==> src/pkg/acs_pkg.sv <==
// Shared constants, field layouts and state records of the conversion sequencer.
// Assumes a 20 MHz bus clock and a converter core that answers one comparator bit per tick.
package acs_pkg;

  // ------------------------------------------------------------
  // Timing
  // ------------------------------------------------------------
  localparam int CLK_PERIOD_NS = 50;
  localparam int ASYNC_START_NS = 5000;
  // Longest wait, so rounded down
  localparam int ASYNC_START_CYC = ASYNC_START_NS / CLK_PERIOD_NS;
  localparam logic [7:0] STARTUP_TICKS = 8'h03;
  localparam logic [7:0] SHORT_SAMPLE_TICKS = 8'h07;
  localparam logic [7:0] LONG_SAMPLE_TICKS = 8'h1B;

  // ------------------------------------------------------------
  // Encodings and reset values
  // ------------------------------------------------------------
  localparam logic [1:0] MODE_8BIT = 2'h0;
  localparam logic [1:0] MODE_10BIT = 2'h2;
  localparam logic [1:0] CLK_BUS = 2'h0;
  localparam logic [1:0] CLK_BUS_HALF = 2'h1;
  localparam logic [1:0] CLK_ALT = 2'h2;
  localparam logic [1:0] CLK_ASYNC = 2'h3;
  localparam logic [4:0] CHAN_OFF = 5'h1F;
  localparam logic [4:0] CHAN_RESET = 5'h1F;
  localparam logic [7:0] RESULT_RESET = 8'h00;
  localparam logic [9:0] COMPARE_RESET = 10'h000;
  localparam logic [10:0] DAC_FIRST = 11'h400;
  localparam logic [3:0] BIT_FIRST = 4'hA;
  localparam logic [3:0] BIT_LAST_10 = 4'h0;
  localparam logic [3:0] BIT_LAST_8 = 4'h2;

  // ------------------------------------------------------------
  // Register fields
  // ------------------------------------------------------------
  typedef struct packed {
    logic doneIrqEnable;
    logic continuousEnable;
    logic [4:0] channelSelect;
  } acs_sc1_type;

  typedef struct packed {
    logic hwTriggerSelect;
    logic compareEnable;
    logic compareGreaterSel;
  } acs_sc2_type;

  typedef struct packed {
    logic lowPowerCfg;
    logic [1:0] clockDivideSel;
    logic longSampleSel;
    logic [1:0] mode;
    logic [1:0] inputClockSel;
  } acs_cfg_type;

  // ------------------------------------------------------------
  // State records
  // ------------------------------------------------------------
  typedef enum logic [1:0] {ST_IDLE, ST_WARM, ST_SAMPLE, ST_CONV} acs_phase_type;

  typedef struct packed {
    acs_phase_type phase;
    logic [7:0] cnt;
    logic [3:0] bitIdx;
    logic [10:0] dac;
    logic sampleOn;
    acs_sc1_type sc1;
    acs_sc2_type sc2;
    acs_cfg_type cfg;
    logic [9:0] compareVal;
    logic [7:0] resHigh;
    logic [7:0] resLow;
    logic done;
    logic irq;
    logic block;
    logic trigPrev;
    logic active;
    logic asyncEn;
  } acs_seq_type;

  typedef struct packed {
    logic half;
    logic [2:0] cnt;
    logic tick;
  } acs_div_type;

endpackage

==> src/logic/acs_clock_divider.sv <==
// Converter clock tick generator: picks a source tick and divides it by 1, 2, 4 or 8.
// Assumes alternate and asynchronous ticks arrive as one-cycle pulses on the bus clock.
`timescale 1ns/100ps
module acs_clock_divider (
  // Clock and reset
  input wire logic mclk,
  input wire logic rst_b,
  // Control
  input wire logic enable,
  input wire logic [1:0] sourceSel,
  input wire logic [1:0] divideSel,
  // Source ticks
  input wire logic altTick,
  input wire logic asyncTick,
  // Divided tick
  output logic adckTick
);

  acs_pkg::acs_div_type s_q;
  acs_pkg::acs_div_type s_d;
  logic srcTick;

  always_comb
  begin
    s_d = s_q;
    s_d.tick = 1'b0;
    case (sourceSel)
      acs_pkg::CLK_BUS: srcTick = 1'b1;
      acs_pkg::CLK_BUS_HALF: srcTick = s_q.half;
      acs_pkg::CLK_ALT: srcTick = altTick;
      default: srcTick = asyncTick;
    endcase
    // Held in phase while idle so every conversion starts from a full period
    if (!enable)
    begin
      s_d.half = 1'b0;
      s_d.cnt = 3'h0;
    end
    else
    begin
      s_d.half = ~s_q.half;
      if (srcTick)
      begin
        if (s_q.cnt == 3'(({2'h0, 1'b1} << divideSel) - 3'h1))
        begin
          s_d.cnt = 3'h0;
          s_d.tick = 1'b1;
        end
        else
        begin
          s_d.cnt = s_q.cnt + 3'h1;
        end
      end
    end
  end

  always_ff @(posedge mclk or negedge rst_b)
  begin
    if (!rst_b)
      s_q <= '0;
    else
      s_q <= s_d;
  end

  assign adckTick = s_q.tick;

endmodule // acs_clock_divider

==> src/logic/acs_compare_unit.sv <==
// Automatic compare: difference against the limit and the limit condition.
// Purely combinational; the caller masks the limit to the active resolution and rounds the result to it.
`timescale 1ns/100ps
module acs_compare_unit #(
  parameter int W = 10
) (
  // Operands
  input wire logic [W-1:0] result,
  input wire logic [W-1:0] limit,
  input wire logic greaterSel,
  // Outputs
  output logic [W-1:0] difference,
  output logic condition
);

  // Sum with the two's complement of the limit
  assign difference = W'(result + (~limit) + W'(1));
  assign condition = greaterSel ? (result >= limit) : (result < limit);

endmodule // acs_compare_unit

==> src/logic/acs_conversion_sequencer.sv <==
// Conversion sequencer of a successive-approximation converter: start, abort,
// sample and approximation timing, result transfer with read blocking and compare.
// Assumes register writes and reads arrive as one-cycle strobes on mclk and that
// the analog core returns cmpIn high when the input is at or above dacCode.
//
// Contract
// - Software write to control one starts conversion
// - Hardware trigger event starts conversion
// - Continuous mode restarts after result transfer
// - Continuous runs until abort, after first start
// - Completion stores result, sets done, maybe interrupt
// - Half-read 10-bit result blocks new result
// - Blocked transfer restarts, except single failed compare
// - Control one write aborts then restarts
// - Other configuration writes abort conversion
// - Reset or stop without async clock aborts
// - Abort keeps results; reset clears them
// - Idle until started; async clock only when needed
// - Sample, then approximate, then transfer
// - First conversion within table cycle limits
// - Async clock adds up to 5 us startup
// - Subsequent continuous conversions within shorter limits
// - Compare stores result minus compare value
// - Greater select chooses at-or-above versus below
// - Failed compare sets no flag, stores nothing
// - Wait mode lets conversions complete and start
// - Bus, half bus, async clocks usable in wait
// - Rising trigger edge; edges ignored while converting
// - Rounded to 10 or 8 result bits
// - Disabled in reset or channel all ones
`timescale 1ns/100ps
module acs_conversion_sequencer #(
  parameter int ASYNC_START_CYCLES = acs_pkg::ASYNC_START_CYC
) (
  // Clock and reset
  input wire logic mclk,
  input wire logic rst_b,
  // Register writes
  input wire logic sc1Wr,
  input wire acs_pkg::acs_sc1_type sc1Data,
  input wire logic sc2Wr,
  input wire acs_pkg::acs_sc2_type sc2Data,
  input wire logic cfgWr,
  input wire acs_pkg::acs_cfg_type cfgData,
  input wire logic cvHighWr,
  input wire logic cvLowWr,
  input wire logic [7:0] cvData,
  // Result reads
  input wire logic rdHigh,
  input wire logic rdLow,
  // System
  input wire logic stopMode,
  input wire logic hwTriggerInput,
  input wire logic altTick,
  input wire logic asyncTick,
  // Analog core
  input wire logic cmpIn,
  output logic sampleOn,
  output logic [10:0] dacCode,
  output logic lowPowerEn,
  // Status
  output logic [7:0] resultHigh,
  output logic [7:0] resultLow,
  output logic conversionDoneFlag,
  output logic doneIrq,
  output logic convActive,
  output logic asyncClkEn
);

  // ------------------------------------------------------------
  // Helpers
  // ------------------------------------------------------------
  function automatic logic chanOff(input logic [4:0] c);
    chanOff = (c == acs_pkg::CHAN_OFF);
  endfunction

  function automatic logic [7:0] sampleLen(input acs_pkg::acs_cfg_type c);
    sampleLen = c.longSampleSel ? acs_pkg::LONG_SAMPLE_TICKS
                                : acs_pkg::SHORT_SAMPLE_TICKS;
  endfunction

  // Rounds the 11-bit or 9-bit approximation to 10 or 8 bits, saturating at full scale
  function automatic logic [9:0] roundResult(input logic [10:0] code, input logic [1:0] mode);
    logic [11:0] sum11;
    logic [9:0] sum9;
    sum11 = {1'b0, code} + 12'h001;
    sum9 = {1'b0, code[10:2]} + 10'h001;
    if (mode == acs_pkg::MODE_10BIT)
      roundResult = (code == 11'h7FF) ? 10'h3FF : sum11[10:1];
    else
      roundResult = (code[10:2] == 9'h1FF) ? 10'h0FF : {2'h0, sum9[8:1]};
  endfunction

  // ------------------------------------------------------------
  // State and datapath
  // ------------------------------------------------------------
  acs_pkg::acs_seq_type s_q;
  acs_pkg::acs_seq_type s_d;
  logic adckTick;
  logic is10;
  logic [9:0] bitMask;
  logic [10:0] kept;
  logic [9:0] rounded;
  logic [9:0] limit;
  logic [9:0] diff;
  logic cond;

  assign is10 = (s_q.cfg.mode == acs_pkg::MODE_10BIT);
  assign bitMask = is10 ? 10'h3FF : 10'h0FF;
  // Trial bit kept when the input is at or above the trial level
  assign kept = cmpIn ? s_q.dac : (s_q.dac & ~(11'h001 << s_q.bitIdx));
  assign rounded = roundResult(kept, s_q.cfg.mode);
  assign limit = s_q.compareVal & bitMask;

  acs_clock_divider u_div (
    .mclk(mclk),
    .rst_b(rst_b),
    .enable(s_q.active),
    .sourceSel(s_q.cfg.inputClockSel),
    .divideSel(s_q.cfg.clockDivideSel),
    .altTick(altTick),
    .asyncTick(asyncTick),
    .adckTick(adckTick)
  );

  acs_compare_unit #(
    .W(10)
  ) u_cmp (
    .result(rounded),
    .limit(limit),
    .greaterSel(s_q.sc2.compareGreaterSel),
    .difference(diff),
    .condition(cond)
  );

  // ------------------------------------------------------------
  // Next state
  // ------------------------------------------------------------
  logic lastBit;
  logic condOk;
  logic isAsync;
  logic trigEdge;
  logic startConv;
  logic doneSet;
  logic [9:0] stored;

  always_comb
  begin
    s_d = s_q;
    lastBit = 1'b0;
    condOk = 1'b0;
    doneSet = 1'b0;
    startConv = 1'b0;
    stored = 10'h000;
    isAsync = (s_q.cfg.inputClockSel == acs_pkg::CLK_ASYNC);
    trigEdge = hwTriggerInput & ~s_q.trigPrev;
    s_d.trigPrev = hwTriggerInput;

    // Blocking follows the reads only; reads leave the conversion alone
    if (rdLow)
      s_d.block = 1'b0;
    else if (rdHigh && is10)
      s_d.block = 1'b1;
    if (rdLow)
      s_d.done = 1'b0;

    case (s_q.phase)
      acs_pkg::ST_IDLE:
      begin
        // Hardware trigger only observed while idle, so continuous runs see one edge
        if (s_q.sc2.hwTriggerSelect && trigEdge && !chanOff(s_q.sc1.channelSelect))
          startConv = 1'b1;
      end
      acs_pkg::ST_WARM:
      begin
        // Async generator warm-up counts bus cycles; others count converter ticks
        if (isAsync || adckTick)
        begin
          if (s_q.cnt <= 8'h01)
          begin
            s_d.phase = acs_pkg::ST_SAMPLE;
            s_d.cnt = sampleLen(s_q.cfg);
            s_d.sampleOn = 1'b1;
          end
          else
          begin
            s_d.cnt = s_q.cnt - 8'h01;
          end
        end
      end
      acs_pkg::ST_SAMPLE:
      begin
        if (adckTick)
        begin
          if (s_q.cnt <= 8'h01)
          begin
            // Input isolated before the approximation starts
            s_d.phase = acs_pkg::ST_CONV;
            s_d.sampleOn = 1'b0;
            s_d.dac = acs_pkg::DAC_FIRST;
            s_d.bitIdx = acs_pkg::BIT_FIRST;
          end
          else
          begin
            s_d.cnt = s_q.cnt - 8'h01;
          end
        end
      end
      acs_pkg::ST_CONV:
      begin
        if (adckTick)
        begin
          lastBit = (s_q.bitIdx == (is10 ? acs_pkg::BIT_LAST_10 : acs_pkg::BIT_LAST_8));
          if (!lastBit)
          begin
            s_d.bitIdx = s_q.bitIdx - 4'h1;
            s_d.dac = kept | (11'h001 << (s_q.bitIdx - 4'h1));
          end
          else
          begin
            condOk = !s_q.sc2.compareEnable || cond;
            stored = (s_q.sc2.compareEnable ? diff : rounded) & bitMask;
            s_d.dac = kept;
            s_d.phase = acs_pkg::ST_IDLE;
            if (condOk && !s_q.block)
            begin
              s_d.resHigh = is10 ? {6'h00, stored[9:8]} : acs_pkg::RESULT_RESET;
              s_d.resLow = stored[7:0];
              doneSet = 1'b1;
              if (s_q.sc1.continuousEnable)
                s_d.phase = acs_pkg::ST_SAMPLE;
            end
            else if (s_q.block)
            begin
              // Result lost; a single failed compare simply ends
              if (s_q.sc1.continuousEnable || !s_q.sc2.compareEnable || cond)
                s_d.phase = acs_pkg::ST_SAMPLE;
            end
            else if (s_q.sc1.continuousEnable)
            begin
              s_d.phase = acs_pkg::ST_SAMPLE;
            end
            if (s_d.phase == acs_pkg::ST_SAMPLE)
            begin
              s_d.cnt = sampleLen(s_q.cfg);
              s_d.sampleOn = 1'b1;
            end
          end
        end
      end
      default:
      begin
        s_d.phase = acs_pkg::ST_IDLE;
      end
    endcase

    // Configuration writes invalidate the running conversion; results stay
    if (sc2Wr)
      s_d.sc2 = sc2Data;
    if (cfgWr)
      s_d.cfg = cfgData;
    if (cvHighWr)
      s_d.compareVal[9:8] = cvData[1:0];
    if (cvLowWr)
      s_d.compareVal[7:0] = cvData;
    if (sc2Wr || cfgWr || cvHighWr || cvLowWr || sc1Wr)
    begin
      s_d.phase = acs_pkg::ST_IDLE;
      s_d.sampleOn = 1'b0;
      startConv = 1'b0;
      doneSet = 1'b0;
      s_d.done = 1'b0;
    end
    if (sc1Wr)
    begin
      s_d.sc1 = sc1Data;
      if (!chanOff(sc1Data.channelSelect) && !s_d.sc2.hwTriggerSelect)
        startConv = 1'b1;
    end
    // Channel all ones holds the converter disabled
    if (chanOff(s_d.sc1.channelSelect))
    begin
      s_d.phase = acs_pkg::ST_IDLE;
      s_d.sampleOn = 1'b0;
      startConv = 1'b0;
    end

    // First conversion after a start carries the startup overhead
    if (startConv)
    begin
      s_d.phase = acs_pkg::ST_WARM;
      s_d.sampleOn = 1'b0;
      if (s_d.cfg.inputClockSel == acs_pkg::CLK_ASYNC)
        s_d.cnt = 8'(ASYNC_START_CYCLES);
      else
        s_d.cnt = acs_pkg::STARTUP_TICKS;
    end

    // Stop without the async clock aborts; wait mode needs nothing here
    if (stopMode && s_d.cfg.inputClockSel != acs_pkg::CLK_ASYNC)
    begin
      s_d.phase = acs_pkg::ST_IDLE;
      s_d.sampleOn = 1'b0;
    end

    // Completion wins over a same-cycle read clear
    if (doneSet)
      s_d.done = 1'b1;
    s_d.irq = s_d.done && s_d.sc1.doneIrqEnable;
    s_d.active = (s_d.phase != acs_pkg::ST_IDLE);
    s_d.asyncEn = s_d.active && (s_d.cfg.inputClockSel == acs_pkg::CLK_ASYNC);
  end

  // ------------------------------------------------------------
  // Registers
  // ------------------------------------------------------------
  always_ff @(posedge mclk or negedge rst_b)
  begin
    if (!rst_b)
    begin
      s_q <= '0;
      s_q.phase <= acs_pkg::ST_IDLE;
      s_q.sc1.channelSelect <= acs_pkg::CHAN_RESET;
      s_q.compareVal <= acs_pkg::COMPARE_RESET;
      s_q.resHigh <= acs_pkg::RESULT_RESET;
      s_q.resLow <= acs_pkg::RESULT_RESET;
    end
    else
    begin
      s_q <= s_d;
    end
  end

  // ------------------------------------------------------------
  // Outputs
  // ------------------------------------------------------------
  assign sampleOn = s_q.sampleOn;
  assign dacCode = s_q.dac;
  assign lowPowerEn = s_q.cfg.lowPowerCfg;
  assign resultHigh = s_q.resHigh;
  assign resultLow = s_q.resLow;
  assign conversionDoneFlag = s_q.done;
  assign doneIrq = s_q.irq;
  assign convActive = s_q.active;
  assign asyncClkEn = s_q.asyncEn;

endmodule // acs_conversion_sequencer

==> config.mk <==
export PLATFORM = sky130hd
export DESIGN_NAME = acs_conversion_sequencer
export DESIGN_NICKNAME = d
export VERILOG_FILES = /design/src/pkg/acs_pkg.sv /design/src/logic/acs_clock_divider.sv /design/src/logic/acs_compare_unit.sv /design/src/logic/acs_conversion_sequencer.sv
export SDC_FILE = /design/constraint.sdc
export NUM_CORES = 1
export LEC_CHECK = 0
export BUFFER_PORTS_ARGS = -buffer_cell sky130_fd_sc_hd__buf_2
export CAP_MARGIN = 20
export CORE_MARGIN = 10
export CORE_UTILIZATION = 50
export DETAILED_ROUTE_END_ITERATION = 8
export GPL_TIMING_DRIVEN = 0
export PLACE_DENSITY = 0.83
export REMOVE_ABC_BUFFERS = 1
export SLEW_MARGIN = 30
export SYNTH_ARGS = -nofsm -noshare
export SYNTH_HDL_FRONTEND = slang
export SYNTH_HIERARCHICAL = 1
export SYNTH_SLANG_ARGS = --single-unit
==> constraint.sdc <==
create_clock -name mclk -period 5.7 [get_ports mclk]
set_clock_uncertainty 0.1 [all_clocks]
set_input_delay 0.285 -clock mclk [delete_from_list [all_inputs] [get_ports mclk]]
set_output_delay 0.285 -clock mclk [all_outputs]
set_load 0.005 [all_outputs]
### Word level (Yosys, flattened, before mapping)

Index checks and enable logic that the tools add are counted.

| storage, ports and cells | value |
|---|---|
| input port bits | 40 |
| bits in registers | 81 |
| output and inout bits | 33 |

| cells by class | value |
|---|---|
| $lt $le $gt $ge | 3 |
| shifts and indexed selects | 3 |
| bitwise operators | 9 |
| equality and inequality tests | 35 |
| muxes and demuxes | 70 |
| reductions and logical operators | 33 |
| add/subtract/negate cells | 8 |

Operator list:

| cell | count |
|---|---|
| $mux W10 | 7 |
| $mux W26 | 2 |
| $mux W8 | 4 |
| $mux W2 | 15 |
| $ne A6 B6 Y1 const B | 5 |
| $pmux W10 S3 | 1 |
| $pmux W15 S2 | 1 |
| $mux W1 | 27 |
| $mux W11 | 2 |
| $shl A1 B4 Y11 const A | 2 |
| $and A10 B10 Y10 | 2 |
| $mux W16 | 1 |
| $eq A5 B5 Y1 const B | 3 |
| $eq A2 B2 Y1 const B | 7 |
| $mux W7 | 2 |
| $mux W4 | 3 |
| $ne A3 B3 Y1 const B | 4 |
| $ne A6 B5 Y1 const B | 2 |
| $add A11 B1 Y11 const B | 1 |
| $and A11 B11 Y11 | 1 |
| $eq A11 B11 Y1 const B | 1 |
| $not A11 Y11 | 1 |
| $or A11 B11 Y11 | 1 |
| $add A10 B1 Y10 const B | 1 |
| 34 further kinds | 65 |

### Longest topological paths before layout

| logic depth | value |
|---|---|
| word-level depth | 27 |
| depth in mapped cells | 24 |

### By module

The synthesis kept the hierarchy.

By module, submodules not included:

| module | seq. area each (µm²) | cells each | area each (µm²) | instances |
|---|---|---|---|---|
| acs_conversion_sequencer | 1757.9 | 489 | 4526.8 | 1 |
| acs_compare_unit | 0.0 | 75 | 516.7 | 1 |
| acs_clock_divider | 125.1 | 31 | 312.8 | 1 |

### Worst setup path after synthesis

OpenSTA, ideal clock, no wires.

| timing path | value |
|---|---|
| path type | register to register |
| from | reg s_q[62] (netlist bit) |
| to | reg s_q[73] (netlist bit) |
| path buffers | 0 |
| arrival time | 5.232 ns |
| setup slack | 0.290 ns |
| stages on the path, launching flop included | 24 |
| cells stage by stage | dfrtp_1 inv_1 ha_1 nor4b_1 nor2b_1 ha_1 and2_1 nand4_1 nor4_2 nand2_1 a22oi_1 inv_1 ha_1 fa_1 nor2b_4 o31a_1 o22ai_2 a211oi_1 nand2b_1 a21o_1 nand3_2 a2111o_1 or4_1 a21oi_1 |

| between the ends | value |
|---|---|
| word-level cells in the longest chain between the ends | 19 |

Ends and longest elaborated chain:

| element | RTL line | source |
|---|---|---|
| start, declared | acs_conversion_sequencer.sv:97 | `acs_pkg::acs_seq_type s_q;` |
| $shl A1 B4 Y11 (*) | acs_conversion_sequencer.sv:111 | `assign kept = cmpIn ? s_q.dac : (s_q.dac & ~(11'h001 << s_q.bitIdx));` |
| $not A11 Y11 (*) | acs_conversion_sequencer.sv:111 |  |
| $and A11 B11 Y11 (*) | acs_conversion_sequencer.sv:111 |  |
| $mux W11 (*) | acs_conversion_sequencer.sv:111 |  |
| $add A11 B1 Y11, or another cell as far along | acs_conversion_sequencer.sv:86 | `sum11 = {1'b0, code} + 12'h001;` |
| $mux W10 or $mux W8 (tied branches) | acs_conversion_sequencer.sv:89, acs_conversion_sequencer.sv:91 |  |
| $mux W10 (*) | acs_conversion_sequencer.sv:88 | `if (mode == acs_pkg::MODE_10BIT)` |
| named net rounded[0] | acs_conversion_sequencer.sv:103 | `logic [9:0] rounded;` |
| (+2 left out) | -- |  |
| named net cond | acs_conversion_sequencer.sv:106 | `logic cond;` |
| (+2 left out) | -- |  |
| $mux W2 | acs_conversion_sequencer.sv:233 | `else if (s_q.block)` |
| $mux W2 (*) | acs_conversion_sequencer.sv:225 | `if (condOk && !s_q.block)` |
| $mux W2 (*) | acs_conversion_sequencer.sv:214 | `if (!lastBit)` |
| $mux W2 (*) | acs_conversion_sequencer.sv:211 | `if (adckTick)` |
| $mux W2 (*) | acs_conversion_sequencer.sv:167 | `case (s_q.phase)` |
| $eq A2 B2 Y1 (*) | acs_conversion_sequencer.sv:243 | `if (s_d.phase == acs_pkg::ST_SAMPLE)` |
| $ne A3 B3 Y1 (no line) (*) | -- |  |
| $reduce_and A7 Y1 (no line) (*) | -- |  |

Mark *: on every way through the listed nets, which the timed path passes. The rest lies on a longest branch. The select of a mux whose other input is x is not followed.
A chain may end at the register's enable or synchronous reset.

### Worst setup path after layout

| timing path | value |
|---|---|
| from | reg s_q[62] (netlist bit) |
| to | reg s_q[70] (netlist bit) |

The elaborated chain is that of the path after synthesis.

==> impl_metrics.ini <==
[critical_path]
timing.rr.end = s_q[70]
path_cells = clkinvlp_4, ha_4, nor4b_2, nor2b_2, ha_2, and2_4, nand4_1, nor4_4, buf_4, nor3_1, a31oi_2, ha_4, nor2b_4, o31a_1, o22ai_4, nor3_2, a211oi_2, nand2b_4, a21o_1, nand3_2, buf_4, a2111oi_4, o211ai_1, a21oi_1
critPathBufInv = 3
cp-start-kind = flip-flop
cp_slowest_cell = a2111oi_4
crit_fanout = 7
arrival_ns = 5.68
crit_required_ns = 5.89
rrSetupSlack_ns = 0.21
worst-r2r-cell-count = 24
end_kind = flip-flop
path_class = flip-flop to flip-flop
slowest_delay_ns = 0.54
rr_startpoint = s_q[62]
path_delay_family = compound AO/OA/AOI/OAI gates
worstSetupPathDepth = 24

[timing]
maxSlewViolCount = 0
tightest_slew_ns = 0.951
min_period_ns = 5.49
hold_viol = 0
setup_viol = 0
slew_headroom = 0.365
fmax_mhz = 182
period_share = 0.963

[route]
ant_nets = 0
viasPerCell = 5.95
vias = 4728
wl_um = 13700
dr.pass1.iters = 5
drt-initial-drc-count = 327
wl_per_cell_um = 17.3
drc = 0

[floorplan]
die_area_um2 = 15300
die_y_um = 124
rows = 37
initial_utilization = 0.517
die_w_um = 124
io_pins = 73
core_area_um2 = 10400

[synthesis]
synth_fa_ha_area_frac = 0.0598
ys_ff_latch = 75
synth-simple-area-share = 0.210
synth_cell_types = 79
synth.area.mux_share = 0.0687
ys_warn_count = 6
synth-async-reset-ratio = 1.00
syn_area_per_cell_um2 = 9.00
syn_area_um2 = 5360
ys_seq_area_frac = 0.352
postSynthCellCount = 595
synth_edf_count = 0
synthFlopType = dfrtp_1
synth_xor_area_frac = 0.0297
synth_compound_gate_area_share = 0.204
synth_top_family_by_area = simple AND/OR/NAND/NOR gates

[power]
pwr-share-clk = 0.331
power_uw = 1330
power_density_nw_per_um2 = 216
netSwitchingFraction = 0.310
internal_power_uw = 920
p_sw_uw = 414
p_leak_uw = 0.00279
p_comb_frac = 0.219
ir_drop_mv = 0.165
power_frac_seq = 0.450

[clock_network]
cts_buffers = 9
cts_root_buffer = clkbuf_8
clkTransAtPathRegs_ns = 0.09
ctsLongestPathBuffers = 2
htree_levels = 3
numClockSinks = 75
clk-insertion-delay-late_ns = 0.36
cts_tree = yes

[job]
maxCapViolCount = 0

[layout]
diodes = 0
layout_commonest_cell = dfrtp_1
syn2layout_area_growth_pct = 15.3
layout_common_cells = dfrtp_1, buf_2, nand2_1
finalNetCount = 718
design_area_um2 = 6180
drive_above_1_share = 0.287

[hold_path]
hold_end = s_q[74]
hp-class = input port to flip-flop
hold_depth = 2
hold_start = stopMode

[placed_design]
routabilityCongestion = 0.946
io_buffers = 66
place_area_um2 = 5620
dp_hpwl_um = 10000

[global_routing]
grt_pass1_vias = 4638
grt_max_degree = 51
grt.overflow.total = 0
antenna_found_initial = 0
grt_usage = 0.181
grt_pass1_wl_um = 22600

[outcome]
status = completed
-- routing by layer --
metal	up-vias	wire, um	part of all wire	global-route usage
li1	2258	-	-	-
met1	2284	5630	0.41	0.221
met2	167	6960	0.51	0.310
met3	19	953	0.069	0.0447
met4	0	193	0.014	0.0546
met5	-	0	0	0
-- state kept, by name, summed over array words and instances (netlist names), 2 cells and up --
signal      flops
s_q            43
dacCode        11
resultLow       8
u_div/s_q       4
resultHigh      2
-- power groups by stage --
stage / logic, uW / clock network, uW / registers [uW]
after CTS: 272 / 450 / 599
after floorplan: 190 / 0 / 599
after detailed placement: 263 / 0 / 609
after global routing: 325 / 473 / 606
final: 292 / 441 / 601
after global placement: 251 / 0 / 606
-- Yosys cell counts, types with 11 or more instances --
| library cell | instances | area, um2 |
|---|---|---|
| and2_1 | 12 | 75.1 |
| a21oi_1 | 43 | 215 |
| nand2_1 | 48 | 180 |
| nor2_1 | 41 | 154 |
| nor3_1 | 14 | 70.1 |
| buf_4 | 28 | 210 |
| xnor2_1 | 11 | 96.3 |
| ha_1 | 24 | 300 |
| o21ai_0 | 38 | 190 |
| mux2_2 | 30 | 338 |
| inv_1 | 29 | 109 |
| dfrtp_1 | 70 | 1750 |
| nand3_1 | 18 | 90.1 |
-- cells by family (layout without fill, tap and decap cells) --
logic type / Yosys count / count (layout)
buffers and inverters: 75 / 133
DFF: 75 / 75
muxes: 33 / 33
and+or+nand+nor: 205 / 205
AOI/OAI and AO/OA: 165 / 165
xor gates and xnor gates: 16 / 16
other: 1 / 6
adders and majority gates: 25 / 25
-- metrics by stage --
stage               std cells  utilization  worst slack [ns]  hold WS [ns]  setup TNS (ns)
floorplan                 554            -             0.271        -0.111               0
global placement          756        0.538            -0.484         0.314           -5.26
detailed placement        757        0.542            -0.641         0.129           -7.45
CTS                       779        0.572            0.0167        0.0296               0
global route              794        0.596          -0.00480        0.0278        -0.00480
finish                    794        0.596             0.212        0.0406               0
-- worst reg2reg max path, cell delays in order (launching register included) --
cell,delay (ns)
dfrtp_2,0.44
clkinvlp_4,0.17
ha_4,0.20
nor4b_2,0.18
nor2b_2,0.17
ha_2,0.22
and2_4,0.15
nand4_1,0.20
nor4_4,0.40
buf_4,0.19
nor3_1,0.05
a31oi_2,0.29
ha_4,0.27
nor2b_4,0.13
o31a_1,0.34
o22ai_4,0.20
nor3_2,0.08
a211oi_2,0.17
nand2b_4,0.17
a21o_1,0.15
nand3_2,0.10
buf_4,0.16
a2111oi_4,0.54
o211ai_1,0.18
a21oi_1,0.18
-- repair_timing --
item | in CTS | in global routing
buffers inserted | 3 | 15
hold buffers | 3 | 0
pin swaps | 3 | 14
resized for setup | 9 | 29
setup endpoints to repair | 22 | 20
endpoints found under the hold margin | 27 | 0
-- how the worst max path moves through the flow --
stage	startpoint	endpoint
final	s_q[62]	s_q[70]
after global routing	s_q[62]	s_q[73]
after CTS	s_q[62]	s_q[73]
after detailed placement	s_q[62]	s_q[73]
after global placement	s_q[62]	s_q[73]
after floorplan	s_q[62]	s_q[73]
-- final cells by class --
cell class | count | area, um2
fillers | 874 | 4190
repair buffers | 88 | 526
multi-input cells | 450 | 3270
clock inverters | 5 | 67.6
well taps | 136 | 170
inverters | 29 | 115
flip-flops and latches | 75 | 1890
clock buffers | 11 | 141
Note: power is estimated with default switching activity, not from simulation.
